$ cat src/inc/eec_map.svh
`ifndef EEC_MAP_SVH
`define EEC_MAP_SVH

// ------------------------------------------------------------
// register byte offsets
// ------------------------------------------------------------
`define EEC_OFS_CONTROL 12'h030
`define EEC_OFS_DATA 12'h034

// ------------------------------------------------------------
// control register fields
// ------------------------------------------------------------
`define EEC_PEND_BIT 31
`define EEC_OP_HI 30
`define EEC_OP_LO 28
`define EEC_NORESP_BIT 10
`define EEC_LOADED_BIT 9
`define EEC_PTR_HI 8

// ------------------------------------------------------------
// reset values
// ------------------------------------------------------------
`define EEC_RST_PTR 9'h000
`define EEC_RST_DATA 8'h00

// ------------------------------------------------------------
// serial framing
// ------------------------------------------------------------
`define EEC_MARKER 8'hA5
`define EEC_SER_READ 2'h2
`define EEC_SER_WRITE 2'h1
`define EEC_SER_ERASE 2'h3
`define EEC_SER_MISC 2'h0
`define EEC_ADR_ERASE_WRITE_ENABLE 9'h180
`define EEC_ADR_ERASE_WRITE_DISABLE 9'h000
`define EEC_ADR_WRITE_ALL_LOCATIONS 9'h080
`define EEC_ADR_ERASE_ALL_LOCATIONS 9'h100
`define EEC_LEN_SHORT 5'd12
`define EEC_LEN_LONG 5'd20

// ------------------------------------------------------------
// timing
// ------------------------------------------------------------
`define EEC_CLK_KHZ 200000
`define EEC_NORESP_MS 30
`define EEC_SK_DIV 7'd100

`endif

$ cat src/inc/eec_pkg.sv
package eec_pkg;
    // operation codes as held in the control register
    typedef enum logic [2:0] {
        EEC_OP_READ = 3'h0,
        EEC_OP_ERASE_WRITE_DISABLE = 3'h1,
        EEC_OP_ERASE_WRITE_ENABLE = 3'h2,
        EEC_OP_WRITE = 3'h3,
        EEC_OP_WRITE_ALL_LOCATIONS = 3'h4,
        EEC_OP_ERASE = 3'h5,
        EEC_OP_ERASE_ALL_LOCATIONS = 3'h6,
        EEC_OP_RELOAD = 3'h7
    } eec_op_type;

    // sequencer states
    typedef enum logic [2:0] {
        EEC_ST_IDLE,
        EEC_ST_SELECT,
        EEC_ST_SHIFT,
        EEC_ST_END,
        EEC_ST_RDY_SEL,
        EEC_ST_RDY_WAIT
    } eec_state_type;
endpackage

$ cat src/core/eec_ctrl.sv
`timescale 1ns/1ps
`include "eec_map.svh"
// Contract
// RQ1: three-bit op code selects eight operations
// RQ2: operation runs only when pending is set
// RQ3: writing pending starts op, self-clears when done
// RQ4: pending high after reset until boot load
// RQ5: host waits for pending clear before reissuing
// RQ6: read puts addressed byte in data register
// RQ7: disable op sends erase/write disable instruction
// RQ8: enable op sends erase/write enable instruction
// RQ9: memory powers up with erase/write disabled
// RQ10: write stores data byte at pointer
// RQ11: write-all stores data byte everywhere
// RQ12: erase clears location at pointer
// RQ13: erase-all starts bulk erase
// RQ14: reload fails unless first byte is marker
// RQ15: failed reload changes no contents
// RQ16: load-done set on successful load
// RQ17: no response in 30 ms sets flag
// RQ18: data-in high means no time-out
// RQ19: only write and erase ops can time out
// RQ20: nine-bit byte pointer from control register
// RQ21: data register low byte, in and out
// RQ22: select, clock, data-out driven; data-in sampled
module eec_ctrl #(
    parameter int unsigned NORESP_CYCLES = `EEC_NORESP_MS * `EEC_CLK_KHZ
) (
    input wire logic clk_i,
    input wire logic reset_i,
    input wire logic [11:0] s_axi_awaddr_i,
    input wire logic s_axi_awvalid_i,
    output logic s_axi_awready_o,
    input wire logic [31:0] s_axi_wdata_i,
    input wire logic [3:0] s_axi_wstrb_i,
    input wire logic s_axi_wvalid_i,
    output logic s_axi_wready_o,
    output logic [1:0] s_axi_bresp_o,
    output logic s_axi_bvalid_o,
    input wire logic s_axi_bready_i,
    input wire logic [11:0] s_axi_araddr_i,
    input wire logic s_axi_arvalid_i,
    output logic s_axi_arready_o,
    output logic [31:0] s_axi_rdata_o,
    output logic [1:0] s_axi_rresp_o,
    output logic s_axi_rvalid_o,
    input wire logic s_axi_rready_i,
    output logic ee_select_o,
    output logic ee_clock_o,
    output logic ee_data_out_o,
    input wire logic eeprom_serial_in_i
);
    import eec_pkg::*;

    // ------------------------------------------------------------
    // registers and state
    // ------------------------------------------------------------
    logic eeprom_op_pending_q; // busy / start bit
    eec_op_type eeprom_op_code_q; // selected operation
    logic [8:0] eeprom_byte_pointer_q; // byte address
    logic [7:0] eeprom_byte_data_q; // data register value
    logic eeprom_no_response_flag_q; // sticky time-out
    logic loaded_q; // configuration loaded
    eec_state_type st_q;
    logic [6:0] div_q; // serial clock divider
    logic [19:0] sh_q; // outgoing frame
    logic [7:0] rx_q; // incoming bits
    logic [4:0] cnt_q; // bits sent
    logic [22:0] timer_q; // no-response timer
    logic di_meta_q; // synchroniser stage one
    logic di_q; // synchroniser stage two
    logic sel_q;
    logic sk_q;
    logic do_q;
    // bus side
    logic awready_q, wready_q, bvalid_q, arready_q, rvalid_q;
    logic [11:0] awaddr_q;
    logic [31:0] wdata_q;
    logic [3:0] wstrb_q;
    logic [1:0] bresp_q, rresp_q;
    logic [31:0] rdata_q;

    // ------------------------------------------------------------
    // decode
    // ------------------------------------------------------------
    localparam logic [22:0] NORESP_LAST = 23'(NORESP_CYCLES - 1);
    // the first two polled samples still predate the reselect, so they are skipped
    wire poll_ok_w = di_q && (timer_q >= 23'd2);
    wire tick_w = (div_q == `EEC_SK_DIV - 7'd1);
    wire wr_go_w = !awready_q && !wready_q && !bvalid_q;
    wire wr_ctl_w = wr_go_w && (awaddr_q == `EEC_OFS_CONTROL);
    wire wr_dat_w = wr_go_w && (awaddr_q == `EEC_OFS_DATA);
    wire wr_bad_w = wr_go_w && !wr_ctl_w && !wr_dat_w;
    // RQ3: host start request
    wire start_w = wr_ctl_w && wstrb_q[3] && wdata_q[`EEC_PEND_BIT] && !eeprom_op_pending_q;
    // RQ17: software clear, one written to the flag
    wire clr_to_w = wr_ctl_w && wstrb_q[1] && wdata_q[`EEC_NORESP_BIT];
    wire [31:0] ctl_view_w = {eeprom_op_pending_q, eeprom_op_code_q, 17'h00000,
        eeprom_no_response_flag_q, loaded_q, eeprom_byte_pointer_q};
    wire rd_ctl_w = (s_axi_araddr_i == `EEC_OFS_CONTROL);
    wire rd_dat_w = (s_axi_araddr_i == `EEC_OFS_DATA);
    wire [31:0] rd_mux_w = rd_ctl_w ? ctl_view_w : (rd_dat_w ? {24'h000000, eeprom_byte_data_q} : 32'h00000000);

    // ------------------------------------------------------------
    // frame builder
    // ------------------------------------------------------------
    logic [1:0] ser_op_w;
    logic [8:0] ser_adr_w;
    logic [7:0] ser_dat_w;
    logic [4:0] len_w;
    logic wait_w; // needs a ready poll afterwards
    // RQ1: op code decode
    always_comb begin
        ser_op_w = `EEC_SER_MISC;
        ser_adr_w = eeprom_byte_pointer_q;
        ser_dat_w = 8'h00;
        len_w = `EEC_LEN_SHORT;
        wait_w = 1'b0;
        unique case (eeprom_op_code_q)
            // RQ6: read at pointer
            EEC_OP_READ: begin
                ser_op_w = `EEC_SER_READ;
                len_w = `EEC_LEN_LONG;
            end
            // RQ7: disable instruction
            EEC_OP_ERASE_WRITE_DISABLE: begin
                ser_adr_w = `EEC_ADR_ERASE_WRITE_DISABLE;
            end
            // RQ8: enable instruction
            EEC_OP_ERASE_WRITE_ENABLE: begin
                ser_adr_w = `EEC_ADR_ERASE_WRITE_ENABLE;
            end
            // RQ10: store data byte
            EEC_OP_WRITE: begin
                ser_op_w = `EEC_SER_WRITE;
                ser_dat_w = eeprom_byte_data_q;
                len_w = `EEC_LEN_LONG;
                wait_w = 1'b1;
            end
            // RQ11: store everywhere
            EEC_OP_WRITE_ALL_LOCATIONS: begin
                ser_adr_w = `EEC_ADR_WRITE_ALL_LOCATIONS;
                ser_dat_w = eeprom_byte_data_q;
                len_w = `EEC_LEN_LONG;
                wait_w = 1'b1;
            end
            // RQ12: erase one location
            EEC_OP_ERASE: begin
                ser_op_w = `EEC_SER_ERASE;
                wait_w = 1'b1;
            end
            // RQ13: bulk erase
            EEC_OP_ERASE_ALL_LOCATIONS: begin
                ser_adr_w = `EEC_ADR_ERASE_ALL_LOCATIONS;
                wait_w = 1'b1;
            end
            // RQ14: reload reads the marker byte
            EEC_OP_RELOAD: begin
                ser_op_w = `EEC_SER_READ;
                ser_adr_w = `EEC_RST_PTR;
                len_w = `EEC_LEN_LONG;
            end
        endcase
    end
    // RQ22: start bit, opcode, address, then data
    wire [19:0] frame_w = {1'b1, ser_op_w, ser_adr_w, ser_dat_w};
    wire last_bit_w = (cnt_q + 5'd1 == len_w);
    wire reload_ok_w = (rx_q == `EEC_MARKER);

    // ------------------------------------------------------------
    // synchroniser and divider
    // ------------------------------------------------------------
    // data-in comes from a pin, so two flops before any use
    always_ff @(posedge clk_i) begin
        di_meta_q <= eeprom_serial_in_i;
        di_q <= di_meta_q;
    end

    // serial clock enable, runs free
    always_ff @(posedge clk_i) begin
        if (reset_i || tick_w) begin
            div_q <= 7'h00;
        end else begin
            div_q <= div_q + 7'd1;
        end
    end

    // ------------------------------------------------------------
    // sequencer
    // ------------------------------------------------------------
    // frame shifts out on the falling serial clock, samples in on the same edge
    always_ff @(posedge clk_i) begin
        if (reset_i) begin
            st_q <= EEC_ST_IDLE;
            sel_q <= 1'b0;
            sk_q <= 1'b0;
            do_q <= 1'b0;
            sh_q <= 20'h00000;
            rx_q <= 8'h00;
            cnt_q <= 5'h00;
            timer_q <= 23'h000000;
        end else begin
            unique case (st_q)
                // RQ2: leave idle only while pending
                EEC_ST_IDLE: begin
                    if (eeprom_op_pending_q && tick_w) begin
                        st_q <= EEC_ST_SELECT;
                    end
                end
                // raise select and present the first bit
                EEC_ST_SELECT: begin
                    sel_q <= 1'b1;
                    do_q <= frame_w[19];
                    sh_q <= {frame_w[18:0], 1'b0};
                    cnt_q <= 5'h00;
                    st_q <= EEC_ST_SHIFT;
                end
                // RQ22: clock the frame through
                EEC_ST_SHIFT: begin
                    if (tick_w) begin
                        sk_q <= !sk_q;
                        if (sk_q) begin
                            rx_q <= {rx_q[6:0], di_q};
                            do_q <= sh_q[19];
                            sh_q <= {sh_q[18:0], 1'b0};
                            cnt_q <= cnt_q + 5'd1;
                            if (last_bit_w) begin
                                st_q <= EEC_ST_END;
                            end
                        end
                    end
                end
                // drop select; only writes and erases poll for ready
                EEC_ST_END: begin
                    if (tick_w) begin
                        sel_q <= 1'b0;
                        do_q <= 1'b0;
                        // RQ19: reads and enables never poll
                        st_q <= wait_w ? EEC_ST_RDY_SEL : EEC_ST_IDLE;
                    end
                end
                // reselect so the part reports ready on data-in
                EEC_ST_RDY_SEL: begin
                    if (tick_w) begin
                        sel_q <= 1'b1;
                        timer_q <= 23'h000000;
                        st_q <= EEC_ST_RDY_WAIT;
                    end
                end
                // RQ18: data-in high ends the wait at once
                EEC_ST_RDY_WAIT: begin
                    timer_q <= timer_q + 23'd1;
                    if (poll_ok_w || timer_q == NORESP_LAST) begin
                        sel_q <= 1'b0;
                        st_q <= EEC_ST_IDLE;
                    end
                end
            endcase
        end
    end

    wire seq_done_w = (st_q == EEC_ST_END && tick_w && !wait_w) || (st_q == EEC_ST_RDY_WAIT && poll_ok_w);
    wire seq_tout_w = (st_q == EEC_ST_RDY_WAIT && !poll_ok_w && timer_q == NORESP_LAST);

    // ------------------------------------------------------------
    // control and data registers
    // ------------------------------------------------------------
    // RQ4: pending high from reset, boot runs a reload
    always_ff @(posedge clk_i) begin
        if (reset_i) begin
            eeprom_op_pending_q <= 1'b1;
            eeprom_op_code_q <= EEC_OP_RELOAD;
            eeprom_byte_pointer_q <= `EEC_RST_PTR;
        end else begin
            // RQ3: self-clear on completion or time-out
            if (seq_done_w || seq_tout_w) begin
                eeprom_op_pending_q <= 1'b0;
            end else if (start_w) begin
                eeprom_op_pending_q <= 1'b1;
            end
            // fields are frozen while busy, guarding a misbehaving host
            if (wr_ctl_w && !eeprom_op_pending_q) begin
                if (wstrb_q[3]) begin
                    eeprom_op_code_q <= eec_op_type'(wdata_q[`EEC_OP_HI:`EEC_OP_LO]);
                end
                // RQ20: nine-bit byte pointer
                if (wstrb_q[1]) begin
                    eeprom_byte_pointer_q[8] <= wdata_q[`EEC_PTR_HI];
                end
                if (wstrb_q[0]) begin
                    eeprom_byte_pointer_q[7:0] <= wdata_q[7:0];
                end
            end
        end
    end

    // RQ21: data byte, host written or read result
    always_ff @(posedge clk_i) begin
        if (reset_i) begin
            eeprom_byte_data_q <= `EEC_RST_DATA;
        end else if (seq_done_w && eeprom_op_code_q == EEC_OP_READ) begin
            eeprom_byte_data_q <= rx_q;
        end else if (wr_dat_w && wstrb_q[0] && !eeprom_op_pending_q) begin
            eeprom_byte_data_q <= wdata_q[7:0];
        end
    end

    // RQ16: loaded only on a marker match; RQ15: a miss leaves it alone
    always_ff @(posedge clk_i) begin
        if (reset_i) begin
            loaded_q <= 1'b0;
        end else if (seq_done_w && eeprom_op_code_q == EEC_OP_RELOAD && reload_ok_w) begin
            loaded_q <= 1'b1;
        end
    end

    // RQ17: sticky flag, a new time-out beats a clear
    always_ff @(posedge clk_i) begin
        if (reset_i) begin
            eeprom_no_response_flag_q <= 1'b0;
        end else if (seq_tout_w) begin
            eeprom_no_response_flag_q <= 1'b1;
        end else if (clr_to_w) begin
            eeprom_no_response_flag_q <= 1'b0;
        end
    end

    // ------------------------------------------------------------
    // bus slave, write path
    // ------------------------------------------------------------
    // address and data are taken in either order, one write at a time
    always_ff @(posedge clk_i) begin
        if (reset_i) begin
            awready_q <= 1'b1;
            wready_q <= 1'b1;
            bvalid_q <= 1'b0;
            bresp_q <= 2'h0;
            awaddr_q <= 12'h000;
            wdata_q <= 32'h00000000;
            wstrb_q <= 4'h0;
        end else begin
            if (awready_q && s_axi_awvalid_i) begin
                awready_q <= 1'b0;
                awaddr_q <= {s_axi_awaddr_i[11:2], 2'h0};
            end
            if (wready_q && s_axi_wvalid_i) begin
                wready_q <= 1'b0;
                wdata_q <= s_axi_wdata_i;
                wstrb_q <= s_axi_wstrb_i;
            end
            // unmapped addresses answer with a slave error
            if (wr_go_w) begin
                bvalid_q <= 1'b1;
                bresp_q <= wr_bad_w ? 2'h2 : 2'h0;
            end else if (bvalid_q && s_axi_bready_i) begin
                bvalid_q <= 1'b0;
                awready_q <= 1'b1;
                wready_q <= 1'b1;
            end
        end
    end

    // ------------------------------------------------------------
    // bus slave, read path
    // ------------------------------------------------------------
    always_ff @(posedge clk_i) begin
        if (reset_i) begin
            arready_q <= 1'b1;
            rvalid_q <= 1'b0;
            rdata_q <= 32'h00000000;
            rresp_q <= 2'h0;
        end else if (arready_q && s_axi_arvalid_i) begin
            arready_q <= 1'b0;
            rvalid_q <= 1'b1;
            rdata_q <= rd_mux_w;
            rresp_q <= (rd_ctl_w || rd_dat_w) ? 2'h0 : 2'h2;
        end else if (rvalid_q && s_axi_rready_i) begin
            rvalid_q <= 1'b0;
            arready_q <= 1'b1;
        end
    end

    assign s_axi_awready_o = awready_q;
    assign s_axi_wready_o = wready_q;
    assign s_axi_bvalid_o = bvalid_q;
    assign s_axi_bresp_o = bresp_q;
    assign s_axi_arready_o = arready_q;
    assign s_axi_rvalid_o = rvalid_q;
    assign s_axi_rdata_o = rdata_q;
    assign s_axi_rresp_o = rresp_q;
    assign ee_select_o = sel_q;
    assign ee_clock_o = sk_q;
    assign ee_data_out_o = do_q;
endmodule

$ cat config.mk
export PLATFORM = sky130hd
export DESIGN_NAME = eec_ctrl
export DESIGN_NICKNAME = d
export VERILOG_FILES = /design/src/inc/eec_pkg.sv /design/src/core/eec_ctrl.sv
export VERILOG_INCLUDE_DIRS = /design/src /design/src/inc
export SDC_FILE = /design/constraint.sdc
export NUM_CORES = 1
export LEC_CHECK = 0
export ABC_AREA = 1
export ABC_CLOCK_PERIOD_IN_PS = 2000
export BUFFER_PORTS_ARGS = -buffer_cell sky130_fd_sc_hd__buf_2
export CORE_MARGIN = 2
export CORE_UTILIZATION = 55
export CTS_BUF_LIST = sky130_fd_sc_hd__clkbuf_4 sky130_fd_sc_hd__clkbuf_8 sky130_fd_sc_hd__clkbuf_16
export CTS_CLUSTER_DIAMETER = 40
export DETAILED_ROUTE_END_ITERATION = 10
export PLACE_DENSITY_LB_ADDON = 0.1
export SLEW_MARGIN = 15
export SYNTH_ARGS = -nofsm -noshare
export SYNTH_HDL_FRONTEND = slang
export SYNTH_SLANG_ARGS = --single-unit
$ cat constraint.sdc
create_clock -name clk_i -period 2 [get_ports clk_i]
set_clock_uncertainty 0.05 [all_clocks]
set_input_delay 0.4 -clock clk_i [delete_from_list [all_inputs] [get_ports clk_i]]
set_output_delay 0.4 -clock clk_i [all_outputs]
set_load 0.02 [all_outputs]
# --- After elaboration in Yosys (flattened, before gate mapping) ---
# Index checks and enable logic that the tools add are counted.
totals:
  in_bits: 68
  latch_bits: 0
  wordCells: 180
  rom_bits: 0
  mem_bits_rw: 0
  out_inout_bits: 44
  memories: 0
  reg_bits: 181
classes:
  add_sub_neg: 3
  shift: 0
  muxes: 51
  n_eq_ne: 27
  n_lt_le_gt_ge: 1
  div: 0
  n_bitwise: 0
  reduce_logical: 69
  mul: 0
op_table:
  columns: ["operator", "count"]
  rows:
  - ["$pmux W23 S2", 1]
  - ["$mux W20", 2]
  - ["$pmux W20 S2", 1]
  - ["$pmux W9 S4", 1]
  - ["$mux W32", 1]
  - ["$mux W8", 4]
  - ["$logic_and A1 B1 Y1", 29]
  - ["$eq A12 B6 Y1 const B", 2]
  - ["$mux W3", 8]
  - ["$add A23 B1 Y23 const B", 1]
  - ["$eq A23 B23 Y1 const B", 1]
  - ["$ge A23 B2 Y1 const B", 1]
  - ["$mux W23", 1]
  - ["$mux W1", 22]
  - ["$eq A10 B4 Y1 const B", 2]
  - ["$eq A3 B3 Y1 const B", 6]
  - ["$pmux W3 S6", 1]
  - ["$mux W5", 3]
  - ["$ne A2 B2 Y1 const B", 7]
  - ["$reduce_bool A2 Y1", 7]
  - ["$eq A3 B2 Y1 const B", 4]
  - ["$pmux W5 S2", 1]
  - ["$reduce_and A2 Y1", 5]
  - ["$logic_not A1 Y1", 9]
  - ["other kinds (19)", 31]

# --- Longest topological paths before layout ---
# Gate-level depths: netlist of run 1.
logic_depth:
  ltp_word: 9
  ltp_mapped: 13
  ltp_nobuf: 13

# --- Worst setup path after synthesis of run 1 ---
# Ideal clock, no wire load.
synth_path:
  path_type: "reg2reg"
  start: "register div_q[0]"
  end: "register sh_q[10]"
  required_time_ps: 1825
  setup_ps: 125
  path_stages_with_launch: 10
  setup_slack_ps: 373
  path_buffers: 1
  arrival_ps: 1451
  synth_period_minus_slack_ps: 1627
  path_cell_list: "dfxtp_1 > ha_1 > nand2_1 > nor2_2 > nand2_2 > o21ai_2 > nand2_2 > inv_2 > buf_2 > a31oi_1"
synth_between:
  elab_chain_cells: 3
synth_rtl:
  columns: ["item", "line_no", "source"]
  rows:
  - ["start, declared", "eec_ctrl.sv:65", "logic [6:0] div_q;"]
  - ["start signal, assigned", "eec_ctrl.sv:184", "div_q <= div_q + 7'd1;"]
  - ["$eq A7 B7 Y1", "eec_ctrl.sv:89", "wire tick_w = (div_q == `EEC_SK_DIV - 7'd1);"]
  - ["$ne A2 B2 Y1 (no line)", null, null]
  - ["$reduce_and A3 Y1 (no line)", null, null]
  - ["end signal, assigned", "eec_ctrl.sv:214", "sh_q <= {frame_w[18:0], 1'b0};"]
  - ["end signal, assigned", "eec_ctrl.sv:225", "sh_q <= {sh_q[18:0], 1'b0};"]
  - ["end, declared", "eec_ctrl.sv:66", "logic [19:0] sh_q;"]
# No other way between the ends.
# A chain may end at the register's enable or synchronous reset.

# --- Worst setup path after layout of run 1 ---
layout_path:
  start: "register div_q[0]"
  end: "register sh_q[2]"
# Same word-level chain as after synthesis.

==> results of run 1 <==
==> metal layers <==
metal,up-vias,share of wire [%],global-route usage [%]
met5,-,0,0
met4,0,1.4,7.72
met3,19,4.4,6.09
met2,124,45,36.4
met1,2805,49,34.7
li1,3238,-,-
==> through the flow <==
| stage | hold WS (ps) | instance area, µm² | instances | setup WS [ps] | util (%) |
|---|---|---|---|---|---|
| after floorplan | 260 | 6780 | 949 | 373 | - |
| after global placement | 262 | 7150 | 1128 | 185 | 59.8 |
| after detailed placement | 295 | 7150 | 1128 | 130 | 59.8 |
| after CTS | 9.85 | 7810 | 1160 | 116 | 65.3 |
| after global routing | 11.9 | 7870 | 1163 | 9.41 | 65.8 |
| final | 24.3 | 7870 | 1163 | 161 | 65.8 |
==> synthesized netlist by cell type, types with 2 or more instances <==
master	count
nand3_1	75
o21ai_1	20
or2_2	2
clkinv_1	3
nor3_2	3
dfxtp_1	142
inv_2	9
buf_1	2
buf_4	19
nand2_4	3
o21ai_0	67
nand3_2	3
o21a_1	2
a211oi_1	6
a21oi_2	2
nand4_1	21
o211ai_1	20
a21oi_1	72
nand2_1	162
nor2_4	2
clkbuf_1	20
buf_2	11
nor4_1	4
ha_1	5
a221oi_1	2
nand2_2	5
inv_1	88
o22ai_1	2
nor3_1	10
nor2_1	106
buf_6	3
nor2_2	4
a22oi_1	3
a31oi_1	17
==> cell type report <==
cell class | count | area share [%]
multi-input combinational | 650 | 41.3
clock inverter | 8 | 1.92
timing repair buffer | 91 | 6.96
sequential | 142 | 36.1
inverter | 101 | 4.88
clock buffer | 24 | 6.47
tap | 147 | 2.34
==> critical path: stages (launching register included) <==
cell and delay, ps:
dfxtp_1 380, ha_1 200, nand2_1 90, nor2_2 130, nand2_4 110, o21ai_4 170
nand2_2 90, inv_2 150, buf_12 160, o21ai_0 70, a31oi_1 170
==> power by group <==
group / internal (mW) / total (mW) / switching, mW
registers: 2.91 / 2.97 / 0.0525
logic: 0.130 / 0.393 / 0.263
clock network: 2.29 / 3.46 / 1.17
==> final timing paths <==
| check | from | to | slack (ps) | cells after the start |
|---|---|---|---|---|
| setup / recovery | div_q[0]$_SDFF_PP0_ | sh_q[2]$_SDFFE_PP0P_ | 160 | 10 |
| hold reg to reg | di_meta_q$_DFF_P_ | di_q$_DFF_P_ | 310 | 0 |
| setup reg to reg | div_q[0]$_SDFF_PP0_ | sh_q[2]$_SDFFE_PP0P_ | 160 | 10 |
| hold / removal | eeprom_serial_in_i | di_meta_q$_DFF_P_ | 20 | 1 |
==> cells by family (layout without fill, tap and decap cells) <==
kind of cell,after synthesis,after routing,synth area share [%]
AND/OR/NAND/NOR,409,409,28.0
AO/OA/AOI/OAI,216,216,18.0
buffers and inverters,157,224,10.5
flip-flops,142,142,42.4
adder cells (fa/ha/maj),5,5,0.932
other,1,19,0.0559
XOR/XNOR,1,1,0.131
==> state kept, by name (all words and copies together), names as in the netlist, 3 cells and up <==
| register | count |
|---|---|
| awaddr_q | 10 |
| timer_q | 23 |
| rx_q | 8 |
| st_q | 3 |
| div_q | 7 |
| eeprom_byte_pointer_q | 9 |
| s_axi_rdata_o | 15 |
| cnt_q | 5 |
| eeprom_byte_data_q | 8 |
| wdata_q | 14 |
| wstrb_q | 3 |
| sh_q | 19 |
| eeprom_op_code_q | 3 |
==> repair_timing <==
| action | in CTS | in global routing |
|---|---|---|
| resized for setup | 0 | 5 |
| setup endpoints to repair | 0 | 16 |
| setup buffers | 0 | 2 |
==> summary.txt, run 1 <==
Status -> finished, final reports clean
Top_reg_cell synth -> dfxtp_1
Total Nets Final -> 1076
CP endpoint kind -> register
Pin count of the biggest net entering global routing -> 95
H-tree levels -> 4
RSZ-0062 raised after global routing -> false
Clk Latency, worst-skew pair -> 420 ps
Syn avg cell area -> 7.21 µm²
Slew Viols, Final -> 0
Area occupied by multi-input gates -> 3250 µm²
Top cell type's share of synthesized area -> 42.4%
Final HPWL DP -> 10600 µm
Iteration-0 DRC Markers -> 363
Layout cells sized above 1 -> 16.4%
Max VDD drop -> 655 µV
I/O pins -> 112
Input/output buffers -> 71
Drt pass-1 iters -> 6
Leak -> 3.27 nW
Post-Syn Area -> 6710 µm²
Fin. Hold Viols -> 0
HP Class -> input pin to register
Clock buffer depth -> 2
GR Overflow Total -> 0
Async SR Flop Fraction -> 0%
Commonest non-fill, non-tap cell in the layout -> nand2_1
CTS clock-pin slew for the worst setup and hold paths -> 60 ps
First-pass GRT wire length -> 25600 µm
DIE AREA -> 13100 µm²
Vias in the first global route -> 5452
Post-detailed-route wirelength per cell -> 13.2 µm
Total Routing Usage GR -> 24.4%
Via density -> 5.32
Critical Path RT -> 2290 ps
Yosys warnings -> 0
Yosys cell types -> 50
Synth-to-Final Area Change -> 17.3%
Final wirelength -> 15300 µm
Flip-flop and latch area -> 2840 µm²
Die Ht -> 114 µm
EDFF count, synth -> 0
# Max-Cap Violations -> 0
Post-Syn Instances -> 931
Final setup violation count -> 0
# rows -> 40
Clock sinks -> 142
Crit path max fanout -> 15
Core ar. -> 12000 µm²
Crit path DAT -> 2130 ps
Pwr dens -> 867 nW/µm²
Ranking of synthesized cells by area -> dfxtp_1, nand2_1, nor2_1, nand3_1, a21oi_1
CTS tree -> built
Routed Antenna Nets -> 0
Root buf cell -> clkbuf_16
Initial antenna violation count -> 0
Initial core utilization -> 56.1%
FF+latch count, synth -> 142
Final min period -> 1840 ps
Cts hold-fix bufs -> 0
Die width -> 114 µm
Sequential-to-total area share from yosys stat -> 42.4%
Total power -> 6.82 mW
Drc violations -> 0
Fmax achieved -> 544 MHz
Routability congestion estimate -> 0.866
Antenna diodes -> 0
Fin crit share -> 92.0%
Fill cell count -> 1107
Crit start category -> register
Synth area leader -> dfxtp_1
Critical path class -> register to register
Setup total negative slack -> 0 ps
CTS Buf Count -> 17
Commonest non-fill, non-tap cells in the layout -> nand2_1, dfxtp_1, nor2_1, inv_1, nand3_1
Via count -> 6186
Power figures use the tool's default switching activity.
==> run 2: changes to the inputs <==
- ABC_CLOCK_PERIOD_IN_PS: 2000 -> unset
- CORE_MARGIN: 2 -> unset
==> run 2 against run 1 <==
  * Sequential power is essentially flat
  * Critical path type unchanged
  * Critical endpoint is now timer_q[12]$_SDFFE_PP0P_
  * Worst hold slack gained 22 ps
  * First-iteration DRC count grew 11%
==> summary.txt, run 2 (same netlist as run 1, synthesis figures left out) <==
Crit path max fanout -> 10
# Max-Cap Violations -> 0
Slew Viols, Final -> 0
Routed Antenna Nets -> 0
CP endpoint -> timer_q[12]$_SDFFE_PP0P_
HP Class -> input pin to register
Die Ht -> 112 µm
Leak -> 3.22 nW
Root buf cell -> clkbuf_16
Total Nets Final -> 1074
Clock buffer depth -> 2
Drc violations -> 0
Antenna diodes -> 0
Clock share of power -> 49.3%
Layout cells sized above 1 -> 16.5%
Commonest non-fill, non-tap cells in the layout -> nand2_1, dfxtp_1, nor2_1, inv_1, nand3_1
Sequential share of power -> 44.6%
Fin crit share -> 95.6%
Iteration-0 DRC Markers -> 403
CTS Buf Count -> 17
Status -> finished, final reports clean
Synth-to-Final Area Change -> 16.5%
Combinational Power Share -> 6.0%
First-pass GRT wire length -> 25400 µm
R2R Setup Slk -> 90 ps
Setup crit start -> div_q[1]$_SDFF_PP0_
CTS clock-pin slew for the worst setup and hold paths -> 60 ps
Reg2reg path depth -> 8
Core ar. -> 11700 µm²
Crit start category -> register
Total Routing Usage GR -> 24.9%
Die width -> 112 µm
Hold slack -> 46.8 ps
Critical path class -> register to register
Max VDD drop -> 716 µV
Pint -> 5.17 mW
Fin. Hold Viols -> 0
# rows -> 39
Finished Layout Cells -> 1157
Fmax achieved -> 523 MHz
Final wirelength -> 15100 µm
H-tree levels -> 4
Drt pass-1 iters -> 5
Initial core utilization -> 57.5%
Util after Layout -> 67.0%
CP endpoint kind -> register
R2R Path End -> timer_q[12]$_SDFFE_PP0P_
Routability congestion estimate -> 0.847
Max FFs per register -> 23
Final setup slack of the worst path -> 89.0 ps
Crit path DAT -> 2150 ps
Pwr dens -> 850 nW/µm²
DIE AREA -> 12600 µm²
Post-detailed-route wirelength per cell -> 13.0 µm
Via density -> 5.30
Cts hold-fix bufs -> 0
CTS tree -> built
Final setup violation count -> 0
Place WS -> 146 ps
Final min period -> 1910 ps
Post-CTS Resized -> 0
Vias in the first global route -> 5492
# placed instances -> 1125
Input/output buffers -> 71
Net load switching power -> 1.47 mW
Pin count of the biggest net entering global routing -> 67
Initial antenna violation count -> 1
Via count -> 6135
I/O pins -> 112
Switching Fraction -> 22.2%
Critical R2R Launch -> div_q[1]$_SDFF_PP0_
Post-CTS setup buffer count -> 0
Clock sinks -> 142
Clk Latency, worst-skew pair -> 410 ps
GR Overflow Total -> 0
Reg with most FFs -> timer_q
Final HPWL DP -> 10500 µm
Critical Path RT -> 2240 ps
Commonest non-fill, non-tap cell in the layout -> nand2_1
-- run 2: cell count changes in the layout (fill, tap and decap cells not counted), sizes merged --
cell	previous run	this run
clkinvlp	0	3
clkbuf	25	23
buf	90	89
bufinv	4	3
clkinv	6	5
-- run 2: layer usage --
layer	part of all wire [%]	up-vias	global-route usage, %
met5	0	-	0
met2	45	141	38.3
met3	4.8	12	6.53
li1	-	3236	-
met1	49	2746	34.2
met4	0.94	0	7.82
-- run 2: final cells by class --
| cell class | instances | area [µm²] |
|---|---|---|
| clock buffers | 23 | 495 |
| flip-flops and latches | 142 | 2850 |
| inverters | 101 | 384 |
| well taps | 143 | 179 |
| multi-input cells | 650 | 3260 |
| repair buffers | 89 | 515 |
| clock inverters | 9 | 131 |
| fillers | 1032 | 3850 |
-- run 2: critical path, stage by stage, from the launching register on --
cell and delay [ps]:
dfxtp_1 370, ha_2 210, nand2_1 90, nor2_2 140, nand2_4 110, nor2_1 350
inv_2 200, a22oi_1 210, nor3_1 60
-- run 2: worst min-delay path by stage --
stage                             startpoint           endpoint  slack [ps]  cells after the start
after floorplan            di_meta_q$_DFF_P_       di_q$_DFF_P_         260                      0
after global placement     di_meta_q$_DFF_P_       di_q$_DFF_P_         290                      0
after detailed placement   di_meta_q$_DFF_P_       di_q$_DFF_P_         280                      0
after CTS                 eeprom_serial_in_i  di_meta_q$_DFF_P_          30                      1
after global routing      eeprom_serial_in_i  di_meta_q$_DFF_P_          20                      1
final                     eeprom_serial_in_i  di_meta_q$_DFF_P_          50                      1
-- run 2: power by group through the flow --
stage / registers (mW) / logic, mW / clock network (mW)
2_1_floorplan: 3.05 / 0.253 / 0
3_3_place_gp: 3.02 / 0.394 / 0
3_5_place_dp: 3.02 / 0.398 / 0
4_1_cts: 2.96 / 0.399 / 3.34
5_1_grt: 2.97 / 0.446 / 3.46
6_report: 2.96 / 0.399 / 3.28
-- run 2: metrics by stage --
step	instance area [µm²]	total power [mW]	TNS, ps
2_1_floorplan	6780	3.31	0
3_3_place_gp	7150	3.42	0
3_5_place_dp	7150	3.42	0
4_1_cts	7780	6.70	0
5_1_grt	7820	6.88	-0.375
6_report	7820	6.64	0
